**config.mk**
```make
export PLATFORM = sky130hd
export DESIGN_NAME = bcag_core
export DESIGN_NICKNAME = d
export VERILOG_FILES = /design/src/logic/bcag_pkg.sv /design/src/logic/bcag_core.sv
export VERILOG_INCLUDE_DIRS = /design/src /design/src/logic
export SDC_FILE = /design/constraint.sdc
export NUM_CORES = 2
export LEC_CHECK = 0
export BUFFER_PORTS_ARGS = -buffer_cell sky130_fd_sc_hd__buf_4
export CAP_MARGIN = 20
export CORE_MARGIN = 5
export CORE_UTILIZATION = 35
export DETAILED_ROUTE_END_ITERATION = 6
export PLACE_DENSITY_LB_ADDON = 0.3
export SLEW_MARGIN = 20
export SYNTH_ARGS = -nofsm -noshare
export SYNTH_HDL_FRONTEND = slang
export SYNTH_SLANG_ARGS = --single-unit
```
**constraint.sdc**
```tcl
create_clock -name aclk -period 163.5 [get_ports aclk]
set_clock_uncertainty 0.1 [all_clocks]
set_input_delay 8.175 -clock aclk [delete_from_list [all_inputs] [get_ports aclk]]
set_output_delay 8.175 -clock aclk [all_outputs]
set_load 0.005 [all_outputs]
```
**src/logic/bcag_defs.svh**
```systemverilog
// bcag_defs.svh: offsets, thresholds, reset values, timing counts
// assumes a 50 MHz aclk and a 32-bit AXI4-Lite register port
`ifndef BCAG_DEFS_SVH
`define BCAG_DEFS_SVH
`define BCAG_CLK_NS 20
`define BCAG_SEC_NS 1000000000
`define BCAG_OFF_CTRL 32'h0000_0000
`define BCAG_OFF_FILT 32'h0000_0004
`define BCAG_OFF_OFFS 32'h0000_0008
`define BCAG_OFF_LMD 32'h0000_000C
`define BCAG_OFF_NAC 32'h0000_0010
`define BCAG_OFF_DCR 32'h0000_0014
`define BCAG_OFF_STAT 32'h0000_0018
`define BCAG_RST_CTRL 4'h5
`define BCAG_RST_FILT 8'h96
`define BCAG_RST_LMD 16'h8400
`define BCAG_DTHR_NUM 32'h0000_AFC8
`define BCAG_CTHR_NUM 32'h0000_DBBA
`define BCAG_FDQ_UV 32'hFFFF_F060
`define BCAG_FAST_UV 32'hFFFD_B610
`define BCAG_TEMP_HOT 8'h28
`define BCAG_QUANT 32'h0001_86A0
`define BCAG_SD_THR64 32'h0151_8000
`define BCAG_SD_THR47 32'h00F7_DA00
`define BCAG_CI_LIMIT 8'h40
`define BCAG_CPI_MAX 8'hFF
`endif

```
**src/logic/bcag_pkg.sv**
```systemverilog
// bcag_pkg: the state record of the charge accounting core
// constants live in bcag_defs.svh; this file holds types only
package bcag_pkg;
  typedef struct packed {
    logic awr;
    logic wr;
    logic bv;
    logic arr;
    logic rv;
    logic [31:0] rdata;
    logic [3:0] ctrl;
    logic [7:0] filt;
    logic [15:0] offs;
    logic [15:0] learned_capacity;
    logic [15:0] available_charge;
    logic [15:0] discharge_counter;
    logic [7:0] charge_cycle_counter;
    logic [31:0] chg_acc;
    logic [31:0] dis_acc;
    logic [31:0] sd_acc;
    logic [31:0] sec_cnt;
    logic [7:0] rate_cnt;
    logic fast;
    logic rate_known;
    logic charging;
    logic last_up;
    logic valid_discharge_flag;
    logic edv_armed;
    logic done_prev;
    logic disp;
    logic cco;
  } bcag_state_t;
endpackage : bcag_pkg

```
**src/logic/bcag_core.sv**
```systemverilog
// bcag_core: charge accounting of a battery gas gauge with AXI4-Lite registers
// assumes signed sense samples in microvolts, temperature in degrees C,
// all inputs synchronous to aclk
//
// Local design decisions: the AXI4-Lite slave port and the address map.
`timescale 1ns/1ps
`include "bcag_defs.svh"

module bcag_core #(
  parameter int unsigned SEC_CYCLES = `BCAG_SEC_NS / `BCAG_CLK_NS
) (
  input wire logic aclk,
  input wire logic aresetn,
  input wire logic [31:0] s_axi_awaddr,
  input wire logic s_axi_awvalid,
  output logic s_axi_awready,
  input wire logic [31:0] s_axi_wdata,
  input wire logic [3:0] s_axi_wstrb,
  input wire logic s_axi_wvalid,
  output logic s_axi_wready,
  output logic [1:0] s_axi_bresp,
  output logic s_axi_bvalid,
  input wire logic s_axi_bready,
  input wire logic [31:0] s_axi_araddr,
  input wire logic s_axi_arvalid,
  output logic s_axi_arready,
  output logic [31:0] s_axi_rdata,
  output logic [1:0] s_axi_rresp,
  output logic s_axi_rvalid,
  input wire logic s_axi_rready,
  input wire logic signed [19:0] sense_sample,
  input wire logic sample_valid,
  input wire logic signed [7:0] temp_c,
  input wire logic charge_done,
  input wire logic first_empty_flag,
  output logic charge_control_out,
  output logic display_on
);

  bcag_pkg::bcag_state_t q, d;

  // byte-lane merge of a register write
  function automatic logic [31:0] merge(input logic [31:0] old, input logic [31:0] nw,
                                        input logic [3:0] strb);
    logic [31:0] r;
    r = old;
    for (int i = 0; i < 4; i++) begin
      if (strb[i]) begin
        r[i*8 +: 8] = nw[i*8 +: 8];
      end
    end
    return r;
  endfunction : merge

  // self-discharge range index 0..7 from temperature, nominal at index 2
  function automatic logic [2:0] sd_range(input logic signed [7:0] t);
    logic [2:0] r;
    r = 3'h0;
    for (int i = 1; i < 8; i++) begin
      // compare as signed integers so temperatures below zero stay in range 0
      if (int'(t) >= i * 10) begin
        r = 3'(i);
      end
    end
    return r;
  endfunction : sd_range

  // number of 10 C steps below 10 C, capped at 7
  function automatic logic [2:0] cold_steps(input logic signed [7:0] t);
    logic [2:0] r;
    r = 3'h0;
    for (int i = 1; i < 8; i++) begin
      // signed compare; an unsigned one would lose every step below zero
      if (int'(t) < 10 - 10 * (i - 1)) begin
        r = 3'(i);
      end
    end
    return r;
  endfunction : cold_steps

  logic signed [31:0] vc, dthr, cthr;
  logic [7:0] filt_nz;
  logic [31:0] vmag, eff, dfac, sd_thr;
  logic sec_tick, do_chg, do_dis, do_sd, valid_chg, wr_go, rd_go;

  // thresholds from the filter setting; zero treated as one to avoid a divide by zero
  assign filt_nz = (q.filt == 8'h00) ? 8'h01 : q.filt;
  assign dthr = -($signed(`BCAG_DTHR_NUM) / $signed({24'h0, filt_nz}));
  assign cthr = $signed(`BCAG_CTHR_NUM) / $signed({24'h0, filt_nz});
  assign vc = 32'(sense_sample) + 32'($signed(q.offs));
  assign vmag = vc[31] ? 32'(-vc) : 32'(vc);
  assign sec_tick = (q.sec_cnt == 32'(SEC_CYCLES - 1));

  // efficiency in percent; fast value until the rate is known
  always_comb begin
    if (q.fast || !q.rate_known) begin
      eff = (temp_c > $signed(`BCAG_TEMP_HOT)) ? 32'd90 : 32'd95;
    end else begin
      eff = (temp_c > $signed(`BCAG_TEMP_HOT)) ? 32'd75 : 32'd80;
    end
  end

  // discharge factor in percent
  always_comb begin
    if (vc < $signed(`BCAG_FAST_UV)) begin
      dfac = 32'd105;
    end else begin
      dfac = 32'd100 + 32'd5 * 32'(cold_steps(temp_c));
    end
  end

  // self-discharge threshold per selection; ticks weigh nac by the range shift
  assign sd_thr = (q.ctrl[1:0] == 2'h1) ? `BCAG_SD_THR64 : `BCAG_SD_THR47;

  assign wr_go = s_axi_awvalid && s_axi_wvalid && !q.awr && !q.bv;
  assign rd_go = s_axi_arvalid && !q.arr && !q.rv;

  // next state of the whole core
  always_comb begin
    d = q;
    do_chg = 1'b0;
    do_dis = 1'b0;
    do_sd = 1'b0;
    valid_chg = 1'b0;
    d.awr = 1'b0;
    d.wr = 1'b0;
    d.arr = 1'b0;
    d.sec_cnt = sec_tick ? 32'h0000_0000 : q.sec_cnt + 32'h0000_0001;
    if (first_empty_flag) begin
      d.edv_armed = 1'b1;
    end

    // sample classification and compensated accumulation
    if (sample_valid) begin
      if (vc > cthr) begin
        d.charging = 1'b1;
      end else if (vc < cthr) begin
        d.charging = 1'b0;
      end
      if (d.charging) begin
        d.chg_acc = q.chg_acc + vmag * eff;
      end else if (vc < dthr) begin
        d.dis_acc = q.dis_acc + vmag * dfac;
      end
      // samples inside the filter band add nothing
      if (q.ctrl[3:2] == 2'h1) begin
        d.disp = d.charging || (vc < $signed(`BCAG_FDQ_UV));
      end
    end
    if (q.ctrl[3:2] == 2'h0) begin
      d.disp = 1'b0;
    end else if (q.ctrl[3]) begin
      d.disp = 1'b1;
    end

    // one count per cycle at most; the accumulator keeps the excess
    if (d.chg_acc >= `BCAG_QUANT) begin
      d.chg_acc = d.chg_acc - `BCAG_QUANT;
      do_chg = 1'b1;
    end
    if (d.dis_acc >= `BCAG_QUANT) begin
      d.dis_acc = d.dis_acc - `BCAG_QUANT;
      do_dis = 1'b1;
    end

    // self-discharge, temperature compensated only
    if (sec_tick && q.ctrl[1:0] != 2'h0 && q.ctrl[1:0] != 2'h3) begin
      d.sd_acc = q.sd_acc + (32'(q.available_charge) << sd_range(temp_c));
    end
    if (d.sd_acc >= sd_thr) begin
      d.sd_acc = d.sd_acc - sd_thr;
      do_sd = 1'b1;
    end

    // charge count into the two-byte counter
    if (do_chg && q.available_charge < q.learned_capacity) begin
      d.available_charge = q.available_charge;
      if (!q.last_up) begin
        d.available_charge[7:0] = 8'h00;
      end
      valid_chg = (d.available_charge[7:0] == 8'hFF);
      d.available_charge = d.available_charge + 16'h0001;
      d.last_up = 1'b1;
      d.rate_cnt = (q.rate_cnt == 8'hFF) ? q.rate_cnt : q.rate_cnt + 8'h01;
    end else if (do_dis) begin
      if (q.available_charge != 16'h0000) begin
        d.available_charge = q.available_charge - 16'h0001;
      end
      if (!first_empty_flag && q.discharge_counter != 16'hFFFF) begin
        d.discharge_counter = q.discharge_counter + 16'h0001;
      end
      d.last_up = 1'b0;
    end else if (do_sd && q.available_charge != 16'h0000) begin
      d.available_charge = q.available_charge - 16'h0001;
      if (q.discharge_counter != 16'hFFFF) begin
        d.discharge_counter = q.discharge_counter + 16'h0001;
      end
      d.last_up = 1'b0;
    end

    // valid charge side effects
    if (valid_chg) begin
      if (q.charge_cycle_counter != `BCAG_CPI_MAX) begin
        d.charge_cycle_counter = q.charge_cycle_counter + 8'h01;
      end
      if (q.edv_armed) begin
        d.available_charge = 16'h0000;
        d.edv_armed = first_empty_flag; // a new empty event in the same cycle wins
        if (q.valid_discharge_flag) begin
          d.learned_capacity = q.discharge_counter;
          d.charge_cycle_counter = 8'h00;
        end
      end
      d.valid_discharge_flag = 1'b0;
    end

    // charge rate measurement over each second
    if (!d.charging) begin
      d.rate_known = 1'b0;
      d.rate_cnt = 8'h00;
    end else if (sec_tick) begin
      d.fast = (d.rate_cnt >= 8'h02);
      d.rate_known = 1'b1;
      d.rate_cnt = 8'h00;
    end

    // charge-complete on the rising edge only, so a held level acts once
    d.done_prev = charge_done;
    if (charge_done && !q.done_prev) begin
      if (q.ctrl[1:0] == 2'h1) begin
        d.available_charge = q.learned_capacity;
      end else if (q.ctrl[1:0] == 2'h2 && 32'(q.available_charge) * 32'd100 < 32'(q.learned_capacity) * 32'd94) begin
        d.available_charge = 16'(32'(q.learned_capacity) * 32'd94 / 32'd100);
      end
      d.valid_discharge_flag = 1'b1;
    end

    if (d.available_charge == d.learned_capacity) begin
      d.discharge_counter = 16'h0000;
    end

    // register writes after datapath updates, so software wins the cycle
    if (wr_go) begin
      d.awr = 1'b1;
      d.wr = 1'b1;
      d.bv = 1'b1;
      case (32'(s_axi_awaddr[7:0]))
        `BCAG_OFF_CTRL: d.ctrl = 4'(merge(32'(q.ctrl), s_axi_wdata, s_axi_wstrb));
        `BCAG_OFF_FILT: d.filt = 8'(merge(32'(q.filt), s_axi_wdata, s_axi_wstrb));
        `BCAG_OFF_OFFS: d.offs = 16'(merge(32'(q.offs), s_axi_wdata, s_axi_wstrb));
        `BCAG_OFF_LMD: d.learned_capacity = 16'(merge(32'(q.learned_capacity), s_axi_wdata, s_axi_wstrb));
        default: d.bv = 1'b1;
      endcase
    end else if (q.bv && s_axi_bready) begin
      d.bv = 1'b0;
    end

    // read mux; unmapped offsets read zero with OKAY
    if (rd_go) begin
      d.arr = 1'b1;
      d.rv = 1'b1;
      case (32'(s_axi_araddr[7:0]))
        `BCAG_OFF_CTRL: d.rdata = 32'(q.ctrl);
        `BCAG_OFF_FILT: d.rdata = 32'(q.filt);
        `BCAG_OFF_OFFS: d.rdata = 32'(q.offs);
        `BCAG_OFF_LMD: d.rdata = 32'(q.learned_capacity);
        `BCAG_OFF_NAC: d.rdata = 32'(q.available_charge);
        `BCAG_OFF_DCR: d.rdata = 32'(q.discharge_counter);
        `BCAG_OFF_STAT: d.rdata = {16'h0000, q.charge_cycle_counter, 3'h0, q.cco,
                                   q.fast, (q.charge_cycle_counter >= `BCAG_CI_LIMIT), q.valid_discharge_flag, q.charging};
        default: d.rdata = 32'h0000_0000;
      endcase
    end else if (q.rv && s_axi_rready) begin
      d.rv = 1'b0;
    end

    d.cco = (32'(d.available_charge) * 32'd100 > 32'(d.learned_capacity) * 32'd94) || d.charging;
  end

  // single state register, synchronous active-low reset
  always_ff @(posedge aclk) begin
    if (!aresetn) begin
      q <= '0;
      q.ctrl <= `BCAG_RST_CTRL;
      q.filt <= `BCAG_RST_FILT;
      q.learned_capacity <= `BCAG_RST_LMD;
      q.available_charge <= 16'h0000;
    end else begin
      q <= d;
    end
  end

  assign s_axi_awready = q.awr;
  assign s_axi_wready = q.wr;
  assign s_axi_bvalid = q.bv;
  assign s_axi_bresp = 2'h0;
  assign s_axi_arready = q.arr;
  assign s_axi_rvalid = q.rv;
  assign s_axi_rdata = q.rdata;
  assign s_axi_rresp = 2'h0;
  assign charge_control_out = q.cco;
  assign display_on = q.disp;

endmodule : bcag_core

```
==> reports/results.tsv <==
metric	value	unit
row cnt	176	
worst r2r path cells	422	
hold path endpoint	q[81]	
Critical Path Start Type	register	
Synth Instances	11100	
HP Start	q[81]	
Resize count post-CTS	0	
DRC	2	
Pre-antenna DRT Iters	7	
via count of the first global-routing pass	75500	
Fmax	9.86	MHz
Vias	80900	
r2r endpoint	charge_control_out	
total wire length	258000	um
HP Class	register to register	
asr flop ratio synth	0	%
status	finished, violations left	
flop-to-flop setup slack	62.04	ns
Slowest cell on crit path	or4_1	
failing checks	design-rule violations	
clock latency on the worst-skew pair	0.68	ns
register area share after synthesis	6.15	%
global-route wire length before repair	412000	um
CTS HTree Levels	1	
CP Data Required Time	164.01	ns
Yosys warnings	0	
vias per cell	5.71	
final antenna-violating net count	0	
Cell Area, Synth	0.0810	mm^2
routed metal-1 wirelength	118000	um
grt total ovfl	0	
leakage power	38.7	nW
layout cells sized above 1	6.06	%
metal2 WL	115000	um
peak fanout along the critical path	35	
Final Cycle Share	62.1	%
routability cong.	0.963	
DRT iter0 DRCs	6037	
measured slew at the worst slew-check pin	1.18	ns
Top FF cell, synth	dfxtp_1	
Unique masters post-synth	146	
setup TNS	0	ns
CTS max path bufs	3	
CTS Sinks	249	
HPWL Detailed	210000	um
clk root buf	clkbuf_16	
Slew Limit Fails	0	
DR top layer	met4	
GRT Overall Usage	20.4	%
core area	0.230	mm^2
Hold Fails Final Rpt	0	
setup repair after global routing missed its margin	false	
flops & latches, synth	249	
Crit Path Class	register to register	
num ports	181	
PortBufs	94	
Initial Util	35.2	%
CTS tree	done	
WP data arrival	101.98	ns
syn avg cell area	7.29	um^2
CTS clock-pin slew for the worst setup and hold paths	0.07	ns
number of synthesized flops with an enable pin	0	
met3 wire len	13500	um
worst hold path depth	2	
DIE WIDTH	491	um
post-layout min period	101.46	ns
pin count of the biggest net entering global routing	87	
Crit path top cell by count	a21oi_1	
overall die height	491	um
antenna violations before repair	15	
CP Capture Type	register	
hold buffer count at cts	0	
total CTS buffers	30	
Worst VDD drop	0.0393	mV
max_slew headroom	19.5	%
Routed WL per cell	18.2	um
Max-Cap Viols	0	
WHS	0.365	ns
layout net count	12500	
Post-CTS Setup Bufs	0	
Area growth, synth to finish	6.74	%
die area	0.241	mm^2
Reg2Reg Launch Point	q[224]	
CP peak stage delay	0.89	ns
power per cell area	24.1	mW/mm^2
final setup fails	0	
[worst max path at each step]
stage                                     to  slack, ns    from
after floorplan           charge_control_out      79.42  q[219]
after global placement    charge_control_out      63.71  q[224]
after detailed placement  charge_control_out      63.63  q[224]
after CTS                 charge_control_out      63.16  q[224]
after global routing      charge_control_out      53.29  q[224]
final                     charge_control_out      62.04  q[224]
[logic make-up (layout without fill, tap and decap cells)]
family                   Yosys count  in the layout  synth area share, %
multiplexers                     275            275                 3.59
other                              2            133              0.00927
adder cells (fa/ha/maj)         1232           1232                 23.0
buffers and inverters           1291           1189                 6.32
flip-flops                       249            249                 6.15
AO/OA/AOI/OAI                   3128           3128                 26.3
XOR/XNOR                         866            866                 9.40
AND/OR/NAND/NOR                 4064           4064                 25.2
[state kept, by name, indices dropped and copies added (netlist names)]
name / count
q: 227
s_axi_rdata: 16
charge_control_out: 1
display_on: 1
s_axi_arready: 1
s_axi_awready: 1
s_axi_bvalid: 1
s_axi_rvalid: 1
[power breakdown]
group | leakage [nW] | total, mW | switching (mW) | internal, mW
clock network | 0.520 | 0.0746 | 0.0334 | 0.0412
registers | 2.02 | 0.0749 | 0.00624 | 0.0687
logic | 36.1 | 1.93 | 1.17 | 0.758
[cell usage in the layout, fill, tap and decap left out, drive strengths merged, types with 167 or more instances in the layout]
| cell | synthesis | final |
|---|---|---|
| nor2 | 1222 | 1222 |
| inv | 888 | 891 |
| a21oi | 834 | 834 |
| nand2 | 808 | 808 |
| ha | 802 | 802 |
| xnor2 | 576 | 576 |
| o21ai | 493 | 493 |
| fa | 428 | 428 |
| nor3 | 317 | 317 |
| nand3 | 295 | 295 |
| xor2 | 289 | 289 |
| dfxtp | 249 | 249 |
| a21o | 246 | 246 |
| buf | 138 | 237 |
| mux2i | 185 | 185 |
| and2 | 184 | 184 |
| nand2b | 179 | 179 |
| o21a | 167 | 167 |
[cell type report]
class                      instances  area, um^2
clock inverter                    21         250
multi-input combinational       9688       71400
sequential                       249        4980
inverter                         896        3370
fill                           24500      144000
timing repair buffer             237        1780
tap                             3026        3790
clock buffer                      35         820
antenna                           10        25.0
[worst max-delay path: cells and delay by family (launching register included)]
| family | cells | cell delay (ns) |
|---|---|---|
| compound gates | 211 | 44.34 |
| flops | 1 | 0.40 |
| xor+xnor | 2 | 0.23 |
| buf+inv | 40 | 11.14 |
| fa+ha+maj | 35 | 11.90 |
| simple gates | 128 | 31.21 |
| mux | 6 | 1.82 |
[per-stage QoR]
| step | total power, mW | setup WS [ns] | instances | util [%] | area, um^2 |
|---|---|---|---|---|---|
| after floorplan | 1.60 | 79.42 | 11200 | - | 81500 |
| after global placement | 1.97 | 63.71 | 14100 | 37.1 | 85400 |
| after detailed placement | 1.98 | 63.63 | 14100 | 37.1 | 85400 |
| after CTS | 2.07 | 63.16 | 14200 | 37.6 | 86400 |
| after global routing | 2.32 | 53.29 | 14200 | 37.6 | 86500 |
| final | 2.08 | 62.04 | 14200 | 37.6 | 86500 |
[Yosys cell counts, types with 149 or more instances]
| cell | count | share of area, % |
|---|---|---|
| o21a_1 | 167 | 1.5 |
| nand2_1 | 807 | 3.7 |
| nand3_1 | 291 | 1.8 |
| clkbuf_1 | 257 | 1.2 |
| o21ai_0 | 449 | 2.8 |
| a21oi_1 | 829 | 5.1 |
| xnor2_1 | 575 | 6.2 |
| a21o_1 | 246 | 2.3 |
| and2_1 | 177 | 1.4 |
| ha_1 | 802 | 12 |
| nand4_1 | 152 | 1.2 |
| mux2i_1 | 184 | 2.3 |
| inv_1 | 867 | 4.0 |
| o21bai_1 | 154 | 1.4 |
| nor3_1 | 308 | 1.9 |
| dfxtp_1 | 249 | 6.2 |
| xor2_1 | 288 | 3.1 |
| nand2b_1 | 179 | 1.4 |
| and3_1 | 149 | 1.2 |
| nor2_1 | 1217 | 5.6 |
| fa_1 | 428 | 11 |
[per-layer routing]
metal	vias up	GRT usage [%]
met3	371	1.99
met2	2152	33.2
met1	38200	27.8
met4	0	7.77
met5	-	0
li1	40200	-
Note: power is estimated with default switching activity, not from simulation.
